===== config.mk =====
export PLATFORM = sky130hd
export DESIGN_NAME = sdb_serial
export DESIGN_NICKNAME = d
export VERILOG_FILES = /design/src/rtl/sdb_pkg.sv /design/src/rtl/sdb_rx_fifo.sv /design/src/rtl/sdb_serial.sv
export SDC_FILE = /design/constraint.sdc
export NUM_CORES = 1
export LEC_CHECK = 0
export BUFFER_PORTS_ARGS = -buffer_cell sky130_fd_sc_hd__buf_2
export CORE_MARGIN = 1.5
export CORE_UTILIZATION = 40
export DETAILED_ROUTE_END_ITERATION = 10
export PLACE_DENSITY = 0.68
export SYNTH_ARGS = -nofsm -noshare
export SYNTH_HDL_FRONTEND = slang
export SYNTH_HIERARCHICAL = 1
export SYNTH_SLANG_ARGS = --single-unit

===== constraint.sdc =====
create_clock -name clk_sys -period 2.8 [get_ports clk_sys]
set_input_delay 0 -clock clk_sys [delete_from_list [all_inputs] [get_ports clk_sys]]
set_output_delay 0 -clock clk_sys [all_outputs]
set_load 0.05 [all_outputs]

===== src/rtl/sdb_pkg.sv =====
package sdb_pkg;
  // Character size codes
  localparam logic [2:0] CSZ_5 = 3'h0;
  localparam logic [2:0] CSZ_6 = 3'h1;
  localparam logic [2:0] CSZ_7 = 3'h2;
  localparam logic [2:0] CSZ_8 = 3'h3;
  localparam logic [2:0] CSZ_9 = 3'h7;
  // Reset values
  localparam logic RST_TX_BUF_EMPTY = 1'b1;
  localparam logic RST_TX_COMPLETE = 1'b0;
  localparam logic RST_LINE_IDLE = 1'b1;
  // Receive buffer depth in characters
  localparam int RX_DEPTH = 2;
  // Default baud divider in system clocks per bit
  localparam int BAUD_DIV_DEF = 16;

  typedef struct packed {
    logic [2:0] char_size_code;
    logic parity_enable_bit;
    logic parity_odd_select;
    logic two_stop;
    logic sync_mode;
  } sdb_frame_cfg_s;

  typedef struct packed {
    logic rx_ninth_bit;
    logic frame_error_flag;
    logic overrun_flag;
    logic parity_error_flag;
    logic [7:0] data;
  } sdb_rx_entry_s;

  typedef enum logic [2:0] {
    SDB_IDLE,
    SDB_START,
    SDB_DATA,
    SDB_PARITY,
    SDB_STOP1,
    SDB_STOP2
  } sdb_phase_e;
endpackage


===== src/rtl/sdb_rx_fifo.sv =====
`timescale 1ns/1ps
module sdb_rx_fifo
  import sdb_pkg::*;
#(
  parameter int DEPTH = RX_DEPTH
) (
  input wire logic clk_sys,
  input wire logic rst_b,
  input wire logic flush,
  input wire logic push,
  input sdb_rx_entry_s push_entry,
  input wire logic pop,
  output sdb_rx_entry_s head,
  output logic not_empty,
  output logic full
);
  localparam int AW = (DEPTH > 1) ? $clog2(DEPTH) : 1;

  sdb_rx_entry_s mem_ff [DEPTH];
  sdb_rx_entry_s nxt_mem [DEPTH];
  logic [AW:0] cnt_ff, nxt_cnt;
  logic [AW-1:0] rd_ff, nxt_rd, wr_ff, nxt_wr;
  logic do_push, do_pop;

  function automatic logic [AW-1:0] ptr_inc(input logic [AW-1:0] p);
    ptr_inc = (p == AW'(DEPTH - 1)) ? '0 : p + AW'(1);
  endfunction

  assign do_pop = pop && (cnt_ff != '0);
  assign do_push = push && ((cnt_ff != (AW+1)'(DEPTH)) || do_pop);

  always_comb begin
    nxt_mem = mem_ff;
    nxt_cnt = cnt_ff;
    nxt_rd = rd_ff;
    nxt_wr = wr_ff;
    if (flush) begin
      nxt_cnt = '0;
      nxt_rd = '0;
      nxt_wr = '0;
    end else begin
      if (do_push) begin
        nxt_mem[wr_ff] = push_entry;
        nxt_wr = ptr_inc(wr_ff);
      end
      if (do_pop) begin
        nxt_rd = ptr_inc(rd_ff);
      end
      nxt_cnt = cnt_ff + (AW+1)'(do_push) - (AW+1)'(do_pop);
    end
  end

  always_ff @(posedge clk_sys) begin
    if (!rst_b) begin
      cnt_ff <= '0;
      rd_ff <= '0;
      wr_ff <= '0;
      for (int i = 0; i < DEPTH; i++) begin
        mem_ff[i] <= '0;
      end
    end else begin
      cnt_ff <= nxt_cnt;
      rd_ff <= nxt_rd;
      wr_ff <= nxt_wr;
      mem_ff <= nxt_mem;
    end
  end

  assign head = mem_ff[rd_ff];
  assign not_empty = (cnt_ff != '0);
  assign full = (cnt_ff == (AW+1)'(DEPTH));
endmodule


===== src/rtl/sdb_serial.sv =====
`timescale 1ns/1ps
// Contract
// - Buffer-empty flag high while transmit buffer empty, low while it holds a character.
// - Writing transmit data loads the buffer and clears the buffer-empty flag; writes are ignored while the transmitter is disabled.
// - Buffer-empty interrupt requested while flag set and its enable is one.
// - Transmit-complete sets when frame shifted out and buffer is empty.
// - Transmit-complete clears on interrupt service or write of one.
// - Transmit-complete interrupt raised while enabled as the flag becomes set.
// - Parity enable inserts parity bit between last data bit and first stop bit.
// - Transmitter disable waits until shift register and buffer are empty.
// - Disabled transmitter releases the transmit pin to its port function.
// - Receiver enable makes the receive pin the serial input.
// - Synchronous mode uses the external transfer clock as bit clock.
// - After start bit, sample each bit at bit rate and shift it in.
// - Second stop bit ignored; only first stop bit checked.
// - At first stop bit move the frame into the receive buffer.
// - Unused upper data bits read as zero for short characters.
// - Ninth bit and error flags stored per entry; data read advances them.
// - Parity is xor of data bits, inverted for odd parity.
// - Frame sends low start bit, then data least significant bit first.
// - Shift register takes buffered character when idle or right after stop bit.
module sdb_serial
  import sdb_pkg::*;
#(
  parameter int BAUD_DIV = BAUD_DIV_DEF
) (
  input wire logic clk_sys,
  input wire logic rst_b,
  input sdb_frame_cfg_s cfg,
  input wire logic tx_enable_bit,
  input wire logic rx_enable_bit,
  input wire logic tx_buf_empty_irq_en,
  input wire logic tx_complete_irq_en,
  input wire logic tx_ninth_bit,
  input wire logic data_wr,
  input wire logic [7:0] data_wdata,
  input wire logic data_rd,
  input wire logic tx_complete_wr_one,
  input wire logic tx_complete_irq_ack,
  input wire logic ext_transfer_clock_pin,
  input wire logic rxd_pin,
  output logic txd_out,
  output logic txd_oe,
  output logic rx_pin_owned,
  output logic tx_buf_empty_flag,
  output logic tx_complete_flag,
  output logic tx_buf_empty_irq,
  output logic tx_complete_irq,
  output logic rx_complete_flag,
  output sdb_rx_entry_s rx_head
);
  localparam int DIVW = $clog2(BAUD_DIV + 1);

  function automatic logic [3:0] data_bits(input logic [2:0] code);
    case (code)
      CSZ_5: data_bits = 4'h5;
      CSZ_6: data_bits = 4'h6;
      CSZ_7: data_bits = 4'h7;
      CSZ_9: data_bits = 4'h9;
      default: data_bits = 4'h8;
    endcase
  endfunction

  function automatic logic [8:0] mask_bits(input logic [8:0] d, input logic [3:0] n);
    logic [8:0] m;
    m = 9'h1ff >> (4'h9 - n);
    mask_bits = d & m;
  endfunction

  ////////////////////////////////////////////////////////////////////////////////
  // Bit clock: internal divider or rising edge of the external clock pin
  logic [DIVW-1:0] div_ff, nxt_div;
  logic xck_ff, nxt_xck;
  logic bit_tick;

  always_comb begin
    nxt_div = (div_ff == DIVW'(BAUD_DIV - 1)) ? '0 : div_ff + DIVW'(1);
    nxt_xck = ext_transfer_clock_pin;
  end

  always_ff @(posedge clk_sys) begin
    if (!rst_b) begin
      div_ff <= '0;
      xck_ff <= 1'b0;
    end else begin
      div_ff <= nxt_div;
      xck_ff <= nxt_xck;
    end
  end

  assign bit_tick = cfg.sync_mode ? (ext_transfer_clock_pin && !xck_ff)
                                  : (div_ff == DIVW'(BAUD_DIV - 1));

  ////////////////////////////////////////////////////////////////////////////////
  // Transmitter
  sdb_phase_e tx_ph_ff, nxt_tx_ph;
  logic [8:0] tx_buf_ff, nxt_tx_buf, tx_sh_ff, nxt_tx_sh;
  logic [3:0] tx_cnt_ff, nxt_tx_cnt;
  logic tx_par_ff, nxt_tx_par;
  logic tbe_ff, nxt_tbe, tc_ff, nxt_tc, tc_irq_ff, nxt_tc_irq;
  logic txd_ff, nxt_txd, txen_ff, nxt_txen;
  logic tx_load, tx_done, tx_tail_ff, nxt_tx_tail;

  always_comb begin
    nxt_tx_ph = tx_ph_ff;
    nxt_tx_buf = tx_buf_ff;
    nxt_tx_sh = tx_sh_ff;
    nxt_tx_cnt = tx_cnt_ff;
    nxt_tx_par = tx_par_ff;
    nxt_tbe = tbe_ff;
    nxt_tc = tc_ff;
    nxt_txd = txd_ff;
    tx_load = 1'b0;
    tx_done = 1'b0;
    nxt_tx_tail = tx_tail_ff;
    if (bit_tick && txen_ff) begin
      nxt_tx_tail = 1'b0;
      case (tx_ph_ff)
        SDB_START: begin
          nxt_txd = 1'b0;
          nxt_tx_ph = SDB_DATA;
          nxt_tx_cnt = '0;
        end
        SDB_DATA: begin
          nxt_txd = tx_sh_ff[0];
          nxt_tx_sh = {1'b0, tx_sh_ff[8:1]};
          nxt_tx_cnt = tx_cnt_ff + 4'h1;
          if (tx_cnt_ff == data_bits(cfg.char_size_code) - 4'h1) begin
            nxt_tx_ph = cfg.parity_enable_bit ? SDB_PARITY : SDB_STOP1;
          end
        end
        SDB_PARITY: begin
          nxt_txd = tx_par_ff;
          nxt_tx_ph = SDB_STOP1;
        end
        SDB_STOP1: begin
          nxt_txd = 1'b1;
          nxt_tx_ph = cfg.two_stop ? SDB_STOP2 : SDB_IDLE;
          nxt_tx_tail = !cfg.two_stop;
        end
        SDB_STOP2: begin
          nxt_txd = 1'b1;
          nxt_tx_ph = SDB_IDLE;
          nxt_tx_tail = 1'b1;
        end
        default: begin
          nxt_txd = 1'b1;
          if (tx_ph_ff == SDB_IDLE && !tbe_ff) begin
            tx_load = 1'b1;
          end
        end
      endcase
      // Last stop bit has now stood a full bit time; a waiting character loads above
      if (tx_tail_ff && tbe_ff) begin
        tx_done = 1'b1;
      end
    end
    if (tx_load) begin
      nxt_tx_sh = mask_bits(tx_buf_ff, data_bits(cfg.char_size_code));
      nxt_tx_par = (^mask_bits(tx_buf_ff, data_bits(cfg.char_size_code)))
                   ^ cfg.parity_odd_select;
      nxt_tx_ph = SDB_START;
      nxt_tbe = 1'b1;
    end
    if (data_wr && txen_ff) begin
      nxt_tx_buf = {tx_ninth_bit, data_wdata};
      nxt_tbe = 1'b0;
    end
    if (tx_complete_wr_one || (tx_complete_irq_ack && tc_ff)) begin
      nxt_tc = 1'b0;
    end
    if (tx_done) begin
      nxt_tc = 1'b1;
    end
  end

  always_comb begin
    nxt_txen = txen_ff;
    if (tx_enable_bit) begin
      nxt_txen = 1'b1;
    end else if (tx_ph_ff == SDB_IDLE && tbe_ff && !tx_load && !tx_tail_ff) begin
      nxt_txen = 1'b0;
    end
    nxt_tc_irq = tx_complete_irq_en && nxt_tc;
  end

  always_ff @(posedge clk_sys) begin
    if (!rst_b) begin
      tx_ph_ff <= SDB_IDLE;
      tx_buf_ff <= '0;
      tx_sh_ff <= '0;
      tx_cnt_ff <= '0;
      tx_par_ff <= 1'b0;
      tbe_ff <= RST_TX_BUF_EMPTY;
      tc_ff <= RST_TX_COMPLETE;
      tc_irq_ff <= 1'b0;
      txd_ff <= RST_LINE_IDLE;
      txen_ff <= 1'b0;
      tx_tail_ff <= 1'b0;
    end else begin
      tx_ph_ff <= nxt_tx_ph;
      tx_buf_ff <= nxt_tx_buf;
      tx_sh_ff <= nxt_tx_sh;
      tx_cnt_ff <= nxt_tx_cnt;
      tx_par_ff <= nxt_tx_par;
      tbe_ff <= nxt_tbe;
      tc_ff <= nxt_tc;
      tc_irq_ff <= nxt_tc_irq;
      txd_ff <= nxt_txd;
      txen_ff <= nxt_txen;
      tx_tail_ff <= nxt_tx_tail;
    end
  end

  ////////////////////////////////////////////////////////////////////////////////
  // Receiver
  sdb_phase_e rx_ph_ff, nxt_rx_ph;
  logic [8:0] rx_sh_ff, nxt_rx_sh;
  logic [3:0] rx_cnt_ff, nxt_rx_cnt;
  logic rx_perr_ff, nxt_rx_perr, dor_ff, nxt_dor;
  logic rx_push;
  logic rx_full;
  sdb_rx_entry_s rx_entry;
  sdb_rx_entry_s fifo_head;
  logic fifo_ne;

  always_comb begin
    nxt_rx_ph = rx_ph_ff;
    nxt_rx_sh = rx_sh_ff;
    nxt_rx_cnt = rx_cnt_ff;
    nxt_rx_perr = rx_perr_ff;
    nxt_dor = dor_ff;
    rx_push = 1'b0;
    rx_entry = '0;
    if (!rx_enable_bit) begin
      nxt_rx_ph = SDB_IDLE;
      nxt_dor = 1'b0;
    end else if (bit_tick) begin
      case (rx_ph_ff)
        SDB_IDLE: begin
          if (!rxd_pin) begin
            nxt_rx_ph = SDB_DATA;
            nxt_rx_sh = '0;
            nxt_rx_cnt = '0;
            if (rx_full) begin
              nxt_dor = 1'b1;
            end
          end
        end
        SDB_DATA: begin
          nxt_rx_sh[rx_cnt_ff] = rxd_pin;
          nxt_rx_cnt = rx_cnt_ff + 4'h1;
          if (rx_cnt_ff == data_bits(cfg.char_size_code) - 4'h1) begin
            nxt_rx_ph = cfg.parity_enable_bit ? SDB_PARITY : SDB_STOP1;
          end
        end
        SDB_PARITY: begin
          nxt_rx_perr = (^rx_sh_ff) ^ cfg.parity_odd_select ^ rxd_pin;
          nxt_rx_ph = SDB_STOP1;
        end
        default: begin
          // First stop bit ends the frame; a second one is just idle line
          rx_entry.data = rx_sh_ff[7:0];
          rx_entry.rx_ninth_bit = rx_sh_ff[8];
          rx_entry.frame_error_flag = !rxd_pin;
          rx_entry.parity_error_flag = cfg.parity_enable_bit && rx_perr_ff;
          rx_entry.overrun_flag = dor_ff;
          rx_push = !rx_full || data_rd;
          if (rx_push) begin
            nxt_dor = 1'b0;
          end
          nxt_rx_perr = 1'b0;
          nxt_rx_ph = SDB_IDLE;
        end
      endcase
    end
  end

  always_ff @(posedge clk_sys) begin
    if (!rst_b) begin
      rx_ph_ff <= SDB_IDLE;
      rx_sh_ff <= '0;
      rx_cnt_ff <= '0;
      rx_perr_ff <= 1'b0;
      dor_ff <= 1'b0;
    end else begin
      rx_ph_ff <= nxt_rx_ph;
      rx_sh_ff <= nxt_rx_sh;
      rx_cnt_ff <= nxt_rx_cnt;
      rx_perr_ff <= nxt_rx_perr;
      dor_ff <= nxt_dor;
    end
  end

  sdb_rx_fifo #(
    .DEPTH(RX_DEPTH)
  ) u_rx_fifo (
    .clk_sys(clk_sys),
    .rst_b(rst_b),
    .flush(!rx_enable_bit),
    .push(rx_push),
    .push_entry(rx_entry),
    .pop(data_rd),
    .head(fifo_head),
    .not_empty(fifo_ne),
    .full(rx_full)
  );

  ////////////////////////////////////////////////////////////////////////////////
  // Registered outputs
  logic rxc_out_ff, tbe_irq_ff, pin_rx_ff, txoe_ff;
  sdb_rx_entry_s head_ff;

  always_ff @(posedge clk_sys) begin
    if (!rst_b) begin
      rxc_out_ff <= 1'b0;
      tbe_irq_ff <= 1'b0;
      pin_rx_ff <= 1'b0;
      txoe_ff <= 1'b0;
      head_ff <= '0;
    end else begin
      rxc_out_ff <= fifo_ne;
      tbe_irq_ff <= tx_buf_empty_irq_en && nxt_tbe;
      pin_rx_ff <= rx_enable_bit;
      txoe_ff <= nxt_txen;
      head_ff <= fifo_head;
    end
  end

  assign txd_out = txd_ff;
  assign txd_oe = txoe_ff;
  assign rx_pin_owned = pin_rx_ff;
  assign tx_buf_empty_flag = tbe_ff;
  assign tx_complete_flag = tc_ff;
  assign tx_buf_empty_irq = tbe_irq_ff;
  assign tx_complete_irq = tc_irq_ff;
  assign rx_complete_flag = rxc_out_ff;
  assign rx_head = head_ff;
endmodule


### Word-level counts from Yosys, hierarchy flattened

Cells that the tools add are included.

* $add $sub $neg: 10
* multiply operators: 0
* div/mod/pow operators: 0
* order comparisons: 5
* eq/ne operators: 20
* shift-type cells: 1
* mux-type cells: 60
* bitwise operators: 9
* reduce and logical (&&, ||, !) cells: 56

Operators with widths (number)
* $mux W12: 7
* $mux W9: 4
* $mux W4: 7
* $bwmux W24: 1
* $mux W1: 23
* $pmux W9 S2: 1
* $reduce_xor A9 Y1: 2
* $logic_and A1 B1 Y1: 16
* $pmux W4 S2: 2
* $pmux W4 S4: 1
* $eq A3 B2 Y1 const B: 5
* $mux W3: 5
* $pmux W3 S5: 1
* $reduce_bool A2 Y1: 7
* $demux W12 S1: 1
* $reduce_and A3 Y1: 4
* $ne A2 B2 Y1 const B: 5
* $and A9 B9 Y9: 1
* $bwmux W9: 1
* $eq A3 B3 Y1 const B: 3
* $logic_not A3 Y1: 3
* $pmux W3 S3: 1
* $shr A9 B4 Y9 const A: 1
* $add A4 B1 Y4 const B: 2
* 31 further kinds: 57

* register bits after elaboration: 99
* bits in latches: 0
* bits in writable memories: 0
* ROM bits: 0
* input port bits: 28
* output and inout port bits: 20
* word-level logic and storage cells: 201
* memories kept: 0

### Longest topological paths before layout

Gate-level depths: netlist of the first run.

* word-level depth: 11
* gate-level depth with buffers: 13
* gate-level depth less buffers: 13

### Cells and area by module

Netlist of the first run, hierarchy kept.

Modules (own cells, without submodules)
* sdb_serial: times used 1, cells each 441, area an instance 3649.8 um2, sequential area each 1421.4 um2
* sdb_rx_fifo: times used 1, cells each 134, area an instance 1293.7 um2, sequential area each 560.5 um2

### Worst setup path after synthesis of the first run

OpenSTA, ideal clock, no wires.

* kind: register to register
* from: reg div_ff[0]
* to: reg u_rx_fifo/mem_ff[12] (netlist bit)
* library setup time: 0.118 ns
* arrival time: 2.734 ns
* required time: 2.682 ns
* path slack: -0.052 ns
* stages on the path, launching flop included: 12
* buffers on the path: 2
* period minus slack after synthesis: 2.852 ns
* cell sequence: dfxtp_1 -> ha_1 -> and3_1 -> ha_1 -> nor2b_1 -> nor2_1 -> nor4_1 -> inv_2 -> or4_4 -> buf_6 -> buf_12 -> mux2i_1

* cells in the longest elaborated chain, start to end: 6
* elaborated cells between the ends (all ways): 9
* classes of those cells: eq/ne (1); mux (6); reduce/logical (2)

Ends and longest elaborated chain
* start, declared: RTL line sdb_serial.sv:72 `logic [DIVW-1:0] div_ff, nxt_div;`
* start signal, assigned: RTL line sdb_serial.sv:86 `div_ff <= nxt_div;`
* $eq A5 B4 Y1: RTL line sdb_serial.sv:92 `: (div_ff == DIVW'(BAUD_DIV - 1));`
* $mux W1: RTL line sdb_serial.sv:91 `assign bit_tick = cfg.sync_mode ? (ext_transfer_clock_pin && !xck_ff)`
* $mux W1: RTL line sdb_serial.sv:238 `end else if (bit_tick) begin`
* $mux W1: RTL line sdb_serial.sv:235 `if (!rx_enable_bit) begin`
* net rx_push: RTL line sdb_serial.sv:221 `logic rx_push;`
* $logic_and A1 B1 Y1: RTL line sdb_rx_fifo.sv:30 `assign do_push = push && ((cnt_ff != (AW+1)'(DEPTH)) || do_pop);`
* $reduce_and A2 Y1 (no source line)
* end signal, assigned: RTL line sdb_rx_fifo.sv:65 `mem_ff <= nxt_mem;`
* end, declared: RTL line sdb_rx_fifo.sv:19 `sdb_rx_entry_s mem_ff [DEPTH];`

The timed path passes the listed nets, and every way through them passes these cells.
A chain may end at the register's enable or synchronous reset.

### Worst setup path after layout of the first run

* from: reg div_ff[0]
* to: reg u_rx_fifo.cnt_ff[1]

* cells in the longest elaborated chain, start to end: 7

Ends and longest elaborated chain
* $eq A5 B4 Y1: RTL line sdb_serial.sv:92
* $mux W1: RTL line sdb_serial.sv:91
* $mux W1: RTL line sdb_serial.sv:238
* $mux W1: RTL line sdb_serial.sv:235
* net rx_push: RTL line sdb_serial.sv:221
* $logic_and A1 B1 Y1: RTL line sdb_rx_fifo.sv:30
* $add A2 B1 Y2: RTL line sdb_rx_fifo.sv:49 `nxt_cnt = cnt_ff + (AW+1)'(do_push) - (AW+1)'(do_pop);`
* $sub A2 B1 Y2: RTL line sdb_rx_fifo.sv:49
* end signal, assigned: RTL line sdb_rx_fifo.sv:62 `cnt_ff <= nxt_cnt;`
* end, declared: RTL line sdb_rx_fifo.sv:21 `logic [AW:0] cnt_ff, nxt_cnt;`

The timed path passes the listed nets, and every way through them passes these cells.

==> impl_metrics.env, run 1 <==
export IMPL_path_delay_family="simple AND/OR/NAND/NOR gates"
export IMPL_cts_made_buffers=9
export IMPL_slew_headroom=0.437
export IMPL_worstSetupEndpointType="flop"
export IMPL_die_h_um=114
export IMPL_routed_via_density=5.16
export IMPL_avgSynthCellArea_um2=8.60
export IMPL_yosysTopAreaCellShare=0.401
export IMPL_power_share_switching=0.230
export IMPL_synth_simple_area_share=0.229
export IMPL_cp_arrival_ps=2780
export IMPL_path_buf_inv=1
export IMPL_power_switching_uw=698
export IMPL_crit_top_cell="ha_1"
export IMPL_wl_per_cell_um=13.4
export IMPL_setup_viol_count_final=0
export IMPL_grt_pass1_wl_mm=18.2
export IMPL_rows=40
export IMPL_synth_edf_count=0
export IMPL_synth_seq_area_share=0.401
export IMPL_combPwrFrac=0.086
export IMPL_synth_xor_area_share=0.0582
export IMPL_seq_power_share=0.473
export IMPL_synthMuxAreaShare=0.0992
export IMPL_io_buffers=47
export IMPL_regToRegStartpoint="div_ff[0]"
export IMPL_rrSetupSlack_ps=250
export IMPL_cp_max_fo=5
export IMPL_die_width_um=114
export IMPL_synth_ff_type="dfxtp_1"
export IMPL_period_needed_ps=2550
export IMPL_critical_path_slowest_cell="dfxtp_1"
export IMPL_endpoint="u_rx_fifo/cnt_ff[1]"
export IMPL_drive_above_1_share=0.160
export IMPL_core_area_mm2=0.0120
export IMPL_syn_num_nets=619
export IMPL_area_growth_pct=17.2
export IMPL_clkLatencyLatePin_ps=340
export IMPL_drv_slew=0
export IMPL_clock_sinks=99
export IMPL_cts_setup_buffers=0
export IMPL_synth_compound_area_frac=0.128
export IMPL_p_total_uw=3030
export IMPL_num_vias=4042
export IMPL_diodes=0
export IMPL_drv_cap=0
export IMPL_final_setup_tns_ps=0
export IMPL_leakagePower_uw=0.00233
export IMPL_cts_tree="built"
export IMPL_place_hpwl_mm=7.38
export IMPL_async_flop_share=0
export IMPL_synth_top_family_by_area="simple AND/OR/NAND/NOR gates"
export IMPL_drtIter0Drc=158
export IMPL_path_class="reg -> reg"
export IMPL_route_detailed_drc=0
export IMPL_startpoint_type="flop"
export IMPL_top_level_ports=48
export IMPL_cp_cell_sequence="ha_1 > and3_1 > ha_1 > nor2b_2 > nor2_2 > nor4_2 > buf_4 > xor2_1 > o21ai_0 > nor2_1 > ha_1 > xor2_1 > nand3_1 > nor3b_2"
export IMPL_nets=677
export IMPL_fmax_ghz=0.393
export IMPL_synth_most_common_cell="dfxtp_1"
export IMPL_hold_class="in -> reg"
export IMPL_synthCells=575
export IMPL_status="finished clean"
export IMPL_required_ps=3040
export IMPL_ant_nets=0
export IMPL_p_clk_frac=0.441
export IMPL_root_buffer="clkbuf_16"
export IMPL_synth_area_top_cells="dfxtp_1 (40%), mux2i_1 (6.9%), nand2_1 (6.8%)"
export IMPL_cp_slowest_stage_delay_ps=360
export IMPL_grt_max_degree=65
export IMPL_grt_use_total=0.171
export IMPL_drtPass1Iterations=5
export IMPL_clock_skew_ps=5.49
export IMPL_cp_num_cells=14
export IMPL_start_util=0.412
export IMPL_worstMarginPinSlew_ps=840
export IMPL_synth_seq_cells=99
export IMPL_globalplace_congestion=0.817
export IMPL_grt_ovfl_total=0
export IMPL_rsz0062_at_grt="no"
export IMPL_synth_warnings=6
export IMPL_grt_pass1_vias=3993
export IMPL_antenna_found_initial=0
export IMPL_p_per_area_mw_per_mm2=523
export IMPL_ir_worst_vdd_mv=0.476
export IMPL_synthAdderAreaFrac=0.0405
export IMPL_wl_mm=10.5
export IMPL_synth_top_area_cell="dfxtp_1"
export IMPL_min_delay_start="rx_enable_bit"
export IMPL_yosys_cell_types_count=65
export IMPL_clkSlewWorstSetupHoldPaths_ps=70
export IMPL_die_area_mm2=0.0130
export IMPL_synth_area_mm2=0.00494
export IMPL_ff2ff_path_depth=14
export IMPL_fin_crit_sh=0.910
export IMPL_clk_path_buf_depth=2
export IMPL_hold_viol_final=0
export IMPL_p_int_uw=2340
export IMPL_reg2reg_to="u_rx_fifo/cnt_ff[1]"
export IMPL_htreeDepth=3
export IMPL_crit_start="div_ff[0]"
export IMPL_synthTopCellsByCount="dfxtp_1 (99), nand2_1 (89), nor2_1 (50)"
-- routing by layer --
| layer | GRT usage | vias up | wire length [um] |
|---|---|---|---|
| li1 | - | 2077 | - |
| met1 | 0.199 | 1878 | 4680 |
| met2 | 0.307 | 75 | 5350 |
| met3 | 0.0360 | 12 | 335 |
| met4 | 0.0617 | 0 | 153 |
| met5 | 0 | - | 0 |
-- how the worst min path moves through the flow --
stage                      endpoint  slack (ps)  depth (start not counted)
finish                 rx_pin_owned          40                          3
global route             tx_tail_ff          60                          4
CTS                     rx_sh_ff[8]          20                          3
detailed placement  tx_complete_irq         220                          2
global placement    tx_complete_irq         200                          2
floorplan                    txd_oe         120                          2
-- stage by stage --
step	setup slack [ps]	std cells	cell area, um^2	hold WS, ps	utilization
finish	253	784	5800	37.4	0.483
global route	47.7	784	5800	55.1	0.483
CTS	211	784	5790	22.2	0.482
detailed placement	199	753	5300	220	0.441
global placement	292	753	5300	200	0.441
floorplan	140	575	4950	117	-
-- worst reg2reg max path, cell delays in order, from the launching register on --
cell and delay (ps):
dfxtp_1 360, ha_1 190, and3_1 160, ha_1 150, nor2b_2 170, nor2_2 80
nor4_2 250, buf_4 180, xor2_1 130, o21ai_0 80, nor2_1 100, ha_1 170
xor2_1 180, nand3_1 100, nor3b_2 160
-- repair_timing --
item                                    CTS  global route
endpoints found under the hold margin    15             0
gates resized for setup                   0             3
hold buffers                             16             0
endpoints found under the setup margin    0             1
-- layout by cell type (no fill, tap or decap), types with 17 or more instances in the layout --
cell and instances:
o21ai_0 20, dfxtp_1 99, inv_1 17, nand2_1 89, a21oi_1 35, mux2i_1 34, nor2_1 49, and2_1 28
xnor2_1 20, buf_2 47
-- registers in the layout (all words and copies together) (netlist names), 2 cells and up --
signal / cells
tx_ph_ff: 3
tx_sh_ff: 9
u_rx_fifo/cnt_ff: 2
u_rx_fifo/mem_ff: 24
div_ff: 5
rx_head: 12
rx_sh_ff: 9
tx_buf_ff: 9
rx_ph_ff: 3
rx_cnt_ff: 4
tx_cnt_ff: 4
-- final cells by class --
class | count | area (um^2)
Fill cell | 1144 | 6220
Multi-Input combinational cell | 431 | 2770
Sequential cell | 99 | 1980
Timing Repair Buffer | 72 | 463
Clock buffer | 10 | 239
Tap cell | 147 | 184
Clock inverter | 5 | 86.3
Inverter | 20 | 75.1
-- logic make-up after synthesis --
logic type,count (synthesis)
AO/OA/AOI/OAI,98
XOR/XNOR,32
adder cells (fa/ha/maj),16
buffers and inverters,45
flip-flops,99
multiplexers,47
AND/OR/NAND/NOR,238
-- power groups by stage --
stage / sequential [uW] / clock [uW] / combinational (uW)
floorplan: 1480 / 0 / 163
global placement: 1470 / 0 / 236
detailed placement: 1470 / 0 / 243
CTS: 1430 / 1370 / 262
global route: 1440 / 1440 / 288
finish: 1430 / 1340 / 262
(Power assumes the default switching activity.)
==> run 2: changes to the inputs <==
--- a/config.mk
+++ b/config.mk
@@ -5,11 +5,12 @@
 export SDC_FILE = /design/constraint.sdc
 export NUM_CORES = 1
 export LEC_CHECK = 0
-export BUFFER_PORTS_ARGS = -buffer_cell sky130_fd_sc_hd__buf_2
+export BUFFER_PORTS_ARGS = -buffer_cell sky130_fd_sc_hd__buf_4
 export CORE_MARGIN = 1.5
 export CORE_UTILIZATION = 40
 export DETAILED_ROUTE_END_ITERATION = 10
 export PLACE_DENSITY = 0.68
+export REMOVE_ABC_BUFFERS = 1
 export SYNTH_ARGS = -nofsm -noshare
 export SYNTH_HDL_FRONTEND = slang
 export SYNTH_HIERARCHICAL = 1
==> run 2 against run 1 <==
  * Via count up 0.99%
  * First-iteration DRC count rose by 55%
  * Largest power group unchanged
  * Wire length is 2.7% higher
  * Non-clock buffer count stayed put
  * Highest routed layer unchanged
  * Worst setup slack worse by 130 ps
  * Combinational power up 4%
  * Clock skew rose by 0.94 ps
  * Global-route usage increased by 0.51 points
  * Utilization is 0.57 points higher
  * Final cell count is 0.13% lower
  * Sequential cell count stayed put
==> impl_metrics.env, run 2 (same netlist as run 1, synthesis figures left out) <==
export IMPL_regArea_mm2=0.00198
export IMPL_die_area_mm2=0.0130
export IMPL_routed_via_density=5.21
export IMPL_root_buffer="clkbuf_16"
export IMPL_layout_commonest_cell="dfxtp_1"
export IMPL_setup_viol_count_final=0
export IMPL_cp_max_fo=5
export IMPL_clock_sinks=99
export IMPL_startpoint_type="flop"
export IMPL_wl_mm=10.8
export IMPL_num_vias=4082
export IMPL_nets=677
export IMPL_wl_per_cell_um=13.8
export IMPL_highest_layer="met4"
export IMPL_drt_met1_wl_mm=4.94
export IMPL_grt_pass1_vias=4067
export IMPL_clkSlewWorstSetupHoldPaths_ps=60
export IMPL_worstMarginPinSlew_ps=724
export IMPL_wl_met2_mm=5.29
export IMPL_die_h_um=114
export IMPL_globalplace_congestion=0.868
export IMPL_regMostFlops="u_rx_fifo/mem_ff"
export IMPL_leakagePower_uw=0.00232
export IMPL_area_growth_pct=18.6
export IMPL_hold_slack_ps=32.3
export IMPL_clk_path_buf_depth=2
export IMPL_drv_slew=0
export IMPL_grt_pass1_wl_mm=18.4
export IMPL_drtIter0Drc=245
export IMPL_period_needed_ps=2680
export IMPL_start_util=0.412
export IMPL_largest_reg_flops=24
export IMPL_clock_skew_ps=6.44
export IMPL_fin_util=0.488
export IMPL_fillers=1165
export IMPL_p_per_area_mw_per_mm2=490
export IMPL_status="finished clean"
export IMPL_die_width_um=114
export IMPL_cp_arrival_ps=2920
export IMPL_rsz0062_at_grt="no"
export IMPL_cts_made_buffers=9
export IMPL_cts_tree="built"
export IMPL_clkLatencyLatePin_ps=350
export IMPL_top_level_ports=48
export IMPL_required_ps=3040
export IMPL_grt_max_degree=66
export IMPL_rows=40
export IMPL_core_area_mm2=0.0120
export IMPL_fin_crit_sh=0.956
export IMPL_drv_cap=0
export IMPL_io_buffers=47
export IMPL_fmax_ghz=0.374
export IMPL_hold_class="in -> reg"
export IMPL_route_detailed_drc=0
export IMPL_slew_headroom=0.513
export IMPL_multi_input_area_mm2=0.00276
export IMPL_cp_slowest_stage_delay_ps=350
export IMPL_layout_common_cells="dfxtp_1 (99), nand2_1 (89), buf_4 (54)"
export IMPL_drive_above_1_share=0.154
export IMPL_hold_viol_final=0
export IMPL_cp_cell_sequence="ha_1 > and3_1 > ha_1 > nor2b_2 > nor2_1 > nor4_2 > buf_4 > xor2_1 > o21ai_0 > nor2_1 > ha_1 > xor2_1 > nand3_1 > nor3b_1"
export IMPL_htreeDepth=3
export IMPL_drtPass1Iterations=4
export IMPL_place_hpwl_mm=7.58
export IMPL_antenna_found_initial=0
export IMPL_ant_nets=0
export IMPL_critical_path_slowest_cell="dfxtp_1"
export IMPL_path_class="reg -> reg"
export IMPL_grt_ovfl_total=0
export IMPL_ir_worst_vdd_mv=0.341
export IMPL_grt_use_total=0.176
export IMPL_cts_setup_buffers=0
export IMPL_worstSetupEndpointType="flop"
export IMPL_diodes=0
export IMPL_crit_top_cell="ha_1"
export IMPL_dr_wl_met3_um=363
-- run 2: cell count changes in the layout (fill, tap and decap cells not counted), sizes merged --
cell	change
buf	-2
bufinv	-2
clkinv	-2
clkinvlp	+2
dlygate4sd3	+2
clkbuf	+1
-- run 2: metrics by stage --
stage | std cells | cell area [um^2] | TNS [ps] | total power, uW | worst slack (ps)
2_1_floorplan | 550 | 4800 | -7150 | 1620 | -595
3_3_place_gp | 751 | 5400 | 0 | 1710 | 159
3_5_place_dp | 751 | 5400 | 0 | 1720 | 68.5
4_1_cts | 783 | 5850 | 0 | 2910 | 55.1
5_1_grt | 783 | 5860 | 0 | 2990 | 6.71
6_report | 783 | 5860 | 0 | 2870 | 125
-- run 2: area by class of cell --
cell class                      instances  share of cell area
Sequential cell                        99               0.338
Clock inverter                          3             0.00405
Inverter                               20              0.0128
Multi-Input combinational cell        431               0.471
Tap cell                              147              0.0314
Clock buffer                           11              0.0431
Timing Repair Buffer                   72              0.0999
-- run 2: worst max-delay path: cells and delay by family, from the launching register on --
| family | cells | cell delay [ps] |
|---|---|---|
| and+or+nand+nor | 7 | 1080 |
| adders and majority gates | 3 | 510 |
| DFF | 1 | 350 |
| xor gates and xnor gates | 2 | 330 |
| buffers and inverters | 1 | 200 |
| AOI/OAI and AO/OA | 1 | 80 |
-- run 2: where the power goes --
| group | internal, uW | switching [uW] | total, uW | leakage [uW] |
|---|---|---|---|---|
| Clock | 644 | 519 | 1160 | 0.000130 |
| Sequential | 1420 | 12.1 | 1430 | 0.000800 |
| Combinational | 116 | 157 | 273 | 0.00139 |
| Total | 2180 | 688 | 2870 | 0.00232 |
-- run 2: path summary, 6_finish.rpt --
path,from,end,slack (ps),cells after the start
setup / recovery,div_ff[0],u_rx_fifo/cnt_ff[1],120,14
hold reg to reg,div_ff[0],div_ff[0],440,1
setup reg to reg,div_ff[0],u_rx_fifo/cnt_ff[1],120,14
hold / removal,rx_enable_bit,rx_pin_owned,30,3
-- run 2: routing by layer --
layer / up-vias / global-route usage
met5: - / 0
li1: 2069 / -
met2: 80 / 0.305
met4: 0 / 0.0708
met3: 19 / 0.0429
met1: 1914 / 0.208
-- run 2: repair_timing --
item / 4_1_cts / 5_1_grt
gates resized for setup: 0 / 3
endpoints found under the setup margin: 0 / 16
hold buffers: 18 / 0
hold endpoints to repair: 17 / 0
==> run 3: changes to the inputs <==
==> constraint.sdc (replaced) <==
create_clock -name clk_sys -period 2.31 [get_ports clk_sys]
set_input_delay 0 -clock clk_sys [delete_from_list [all_inputs] [get_ports clk_sys]]
set_output_delay 0 -clock clk_sys [all_outputs]
set_load 0.05 [all_outputs]
==> run 3 against run 2 <==
  * Critical path depth decreased by 3
  * Worst setup slack lost 160 ps
  * Non-clock buffer count increased by 30
  * Highest routed layer unchanged
  * Largest power group unchanged
  * Global-route usage rose by 0.72 points
  * The flow now finishes with violations (negative setup slack)
==> impl_metrics.env, run 3 (same netlist as run 1, synthesis figures left out) <==
export IMPL_drtIter0Drc=188
export IMPL_startpoint_type="flop"
export IMPL_period_needed_ps=2350
export IMPL_layout_common_cells="dfxtp_1 (97), nand2_1 (88), buf_4 (82)"
export IMPL_start_util=0.412
export IMPL_fin_crit_sh=1.02
export IMPL_root_buffer="clkbuf_16"
export IMPL_clk_path_buf_depth=2
export IMPL_worstSetupEndpointType="flop"
export IMPL_grt_pass1_vias=4245
export IMPL_grt_use_total=0.183
export IMPL_setup_viol_count_final=7
export IMPL_grt_max_degree=44
export IMPL_core_area_mm2=0.0120
export IMPL_drtPass1Iterations=5
export IMPL_rows=40
export IMPL_clock_skew_ps=6.36
export IMPL_p_per_area_mw_per_mm2=598
export IMPL_grt_ovfl_total=0
export IMPL_p_int_uw=2870
export IMPL_hold_slack_ps=18.4
export IMPL_violations="negative setup slack"
export IMPL_area_growth_pct=26.7
export IMPL_place_hpwl_mm=8.06
export IMPL_combPwrFrac=0.098
export IMPL_place_ws_ps=-287
export IMPL_nets=708
export IMPL_fin_ws_ps=-37.9
export IMPL_cp_arrival_ps=2580
export IMPL_rsz0062_at_grt="yes"
export IMPL_wl_per_cell_um=14.1
export IMPL_seq_power_share=0.464
export IMPL_status="complete, but fails checks"
export IMPL_top_level_ports=48
export IMPL_leakagePower_uw=0.00251
export IMPL_slew_headroom=0.523
export IMPL_rrSetupSlack_ps=-40
export IMPL_hold_viol_final=0
export IMPL_p_clk_frac=0.437
export IMPL_clock_sinks=99
export IMPL_ir_worst_vdd_mv=0.344
export IMPL_largest_reg_flops=24
export IMPL_power_share_switching=0.234
export IMPL_power_switching_uw=875
export IMPL_wl_mm=11.5
export IMPL_hold_class="in -> reg"
export IMPL_path_class="reg -> reg"
export IMPL_cp_max_fo=6
export IMPL_drv_slew=0
export IMPL_cts_made_buffers=9
export IMPL_antenna_found_initial=0
export IMPL_regMostFlops="u_rx_fifo/mem_ff"
export IMPL_layout_commonest_cell="dfxtp_1"
export IMPL_worstMarginPinSlew_ps=714
export IMPL_cts_tree="built"
export IMPL_required_ps=2540
export IMPL_diodes=0
export IMPL_drv_cap=0
export IMPL_route_detailed_drc=0
export IMPL_drive_above_1_share=0.217
export IMPL_fmax_ghz=0.426
export IMPL_grt_pass1_wl_mm=19.3
export IMPL_die_h_um=114
export IMPL_die_width_um=114
export IMPL_clkSlewWorstSetupHoldPaths_ps=70
export IMPL_num_vias=4250
export IMPL_routed_via_density=5.21
export IMPL_die_area_mm2=0.0130
export IMPL_io_buffers=47
export IMPL_globalplace_congestion=0.835
export IMPL_clkLatencyLatePin_ps=350
export IMPL_htreeDepth=3
export IMPL_ant_nets=0
-- run 3: final cells by class --
type	count	area, um^2
fillers	1123	5750
multi-input cells	432	2850
flip-flops and latches	99	1980
repair buffers	102	837
clock buffers	10	239
well taps	147	184
clock inverters	6	88.8
inverters	20	75.1
-- run 3: what timing repair did --
action / CTS / global route
endpoints found under the hold margin: 16 / 0
gates cloned: 0 / 1
hold buffers: 17 / 0
pin swaps: 8 / 4
setup buffers: 2 / 1
resized for setup: 14 / 10
endpoints found under the setup margin: 18 / 31
-- run 3: per-layer routing --
| metal | share of wire | vias to the layer above | global-route usage |
|---|---|---|---|
| met1 | 0.44 | 1991 | 0.214 |
| li1 | - | 2136 | - |
| met3 | 0.042 | 22 | 0.0328 |
| met2 | 0.50 | 101 | 0.329 |
| met5 | 0 | - | 0 |
| met4 | 0.020 | 0 | 0.0750 |
-- run 3: critical path: stages (launching register included) --
cell,delay (ps)
dfxtp_2,350
ha_4,130
and3_4,180
ha_4,120
nor2b_4,140
nor2_2,50
nor4_2,140
buf_4,170
buf_12,100
inv_2,40
or4_4,630
mux2i_1,160
-- run 3: final timing paths --
| path | from | to | depth (start not counted) |
|---|---|---|---|
| hold reg to reg | u_rx_fifo/mem_ff[10] | u_rx_fifo/mem_ff[10] | 2 |
| setup / recovery | div_ff[1] | u_rx_fifo/mem_ff[12] | 11 |
| setup reg to reg | div_ff[1] | u_rx_fifo/mem_ff[12] | 11 |
| hold / removal | rx_enable_bit | rx_pin_owned | 3 |
-- run 3: through the flow --
stage          instances  setup TNS [ps]  instance area [um^2]  total power [uW]   util
4_1_cts              814            -134                  6180              3790  0.515
3_3_place_gp         779           -1500                  5620              2100  0.468
6_report             816            -193                  6260              3750  0.521
3_5_place_dp         779           -2230                  5620              2110  0.468
5_1_grt              816           -1870                  6260              3910  0.521
2_1_floorplan        550          -19170                  4800              1960      -
-- run 3: power by group through the flow --
stage	clock network, uW	registers (uW)	logic (uW)
after floorplan	0	1790	169
after global placement	0	1780	329
after detailed placement	0	1780	336
after CTS	1690	1740	365
after global routing	1760	1740	410
final	1640	1740	369
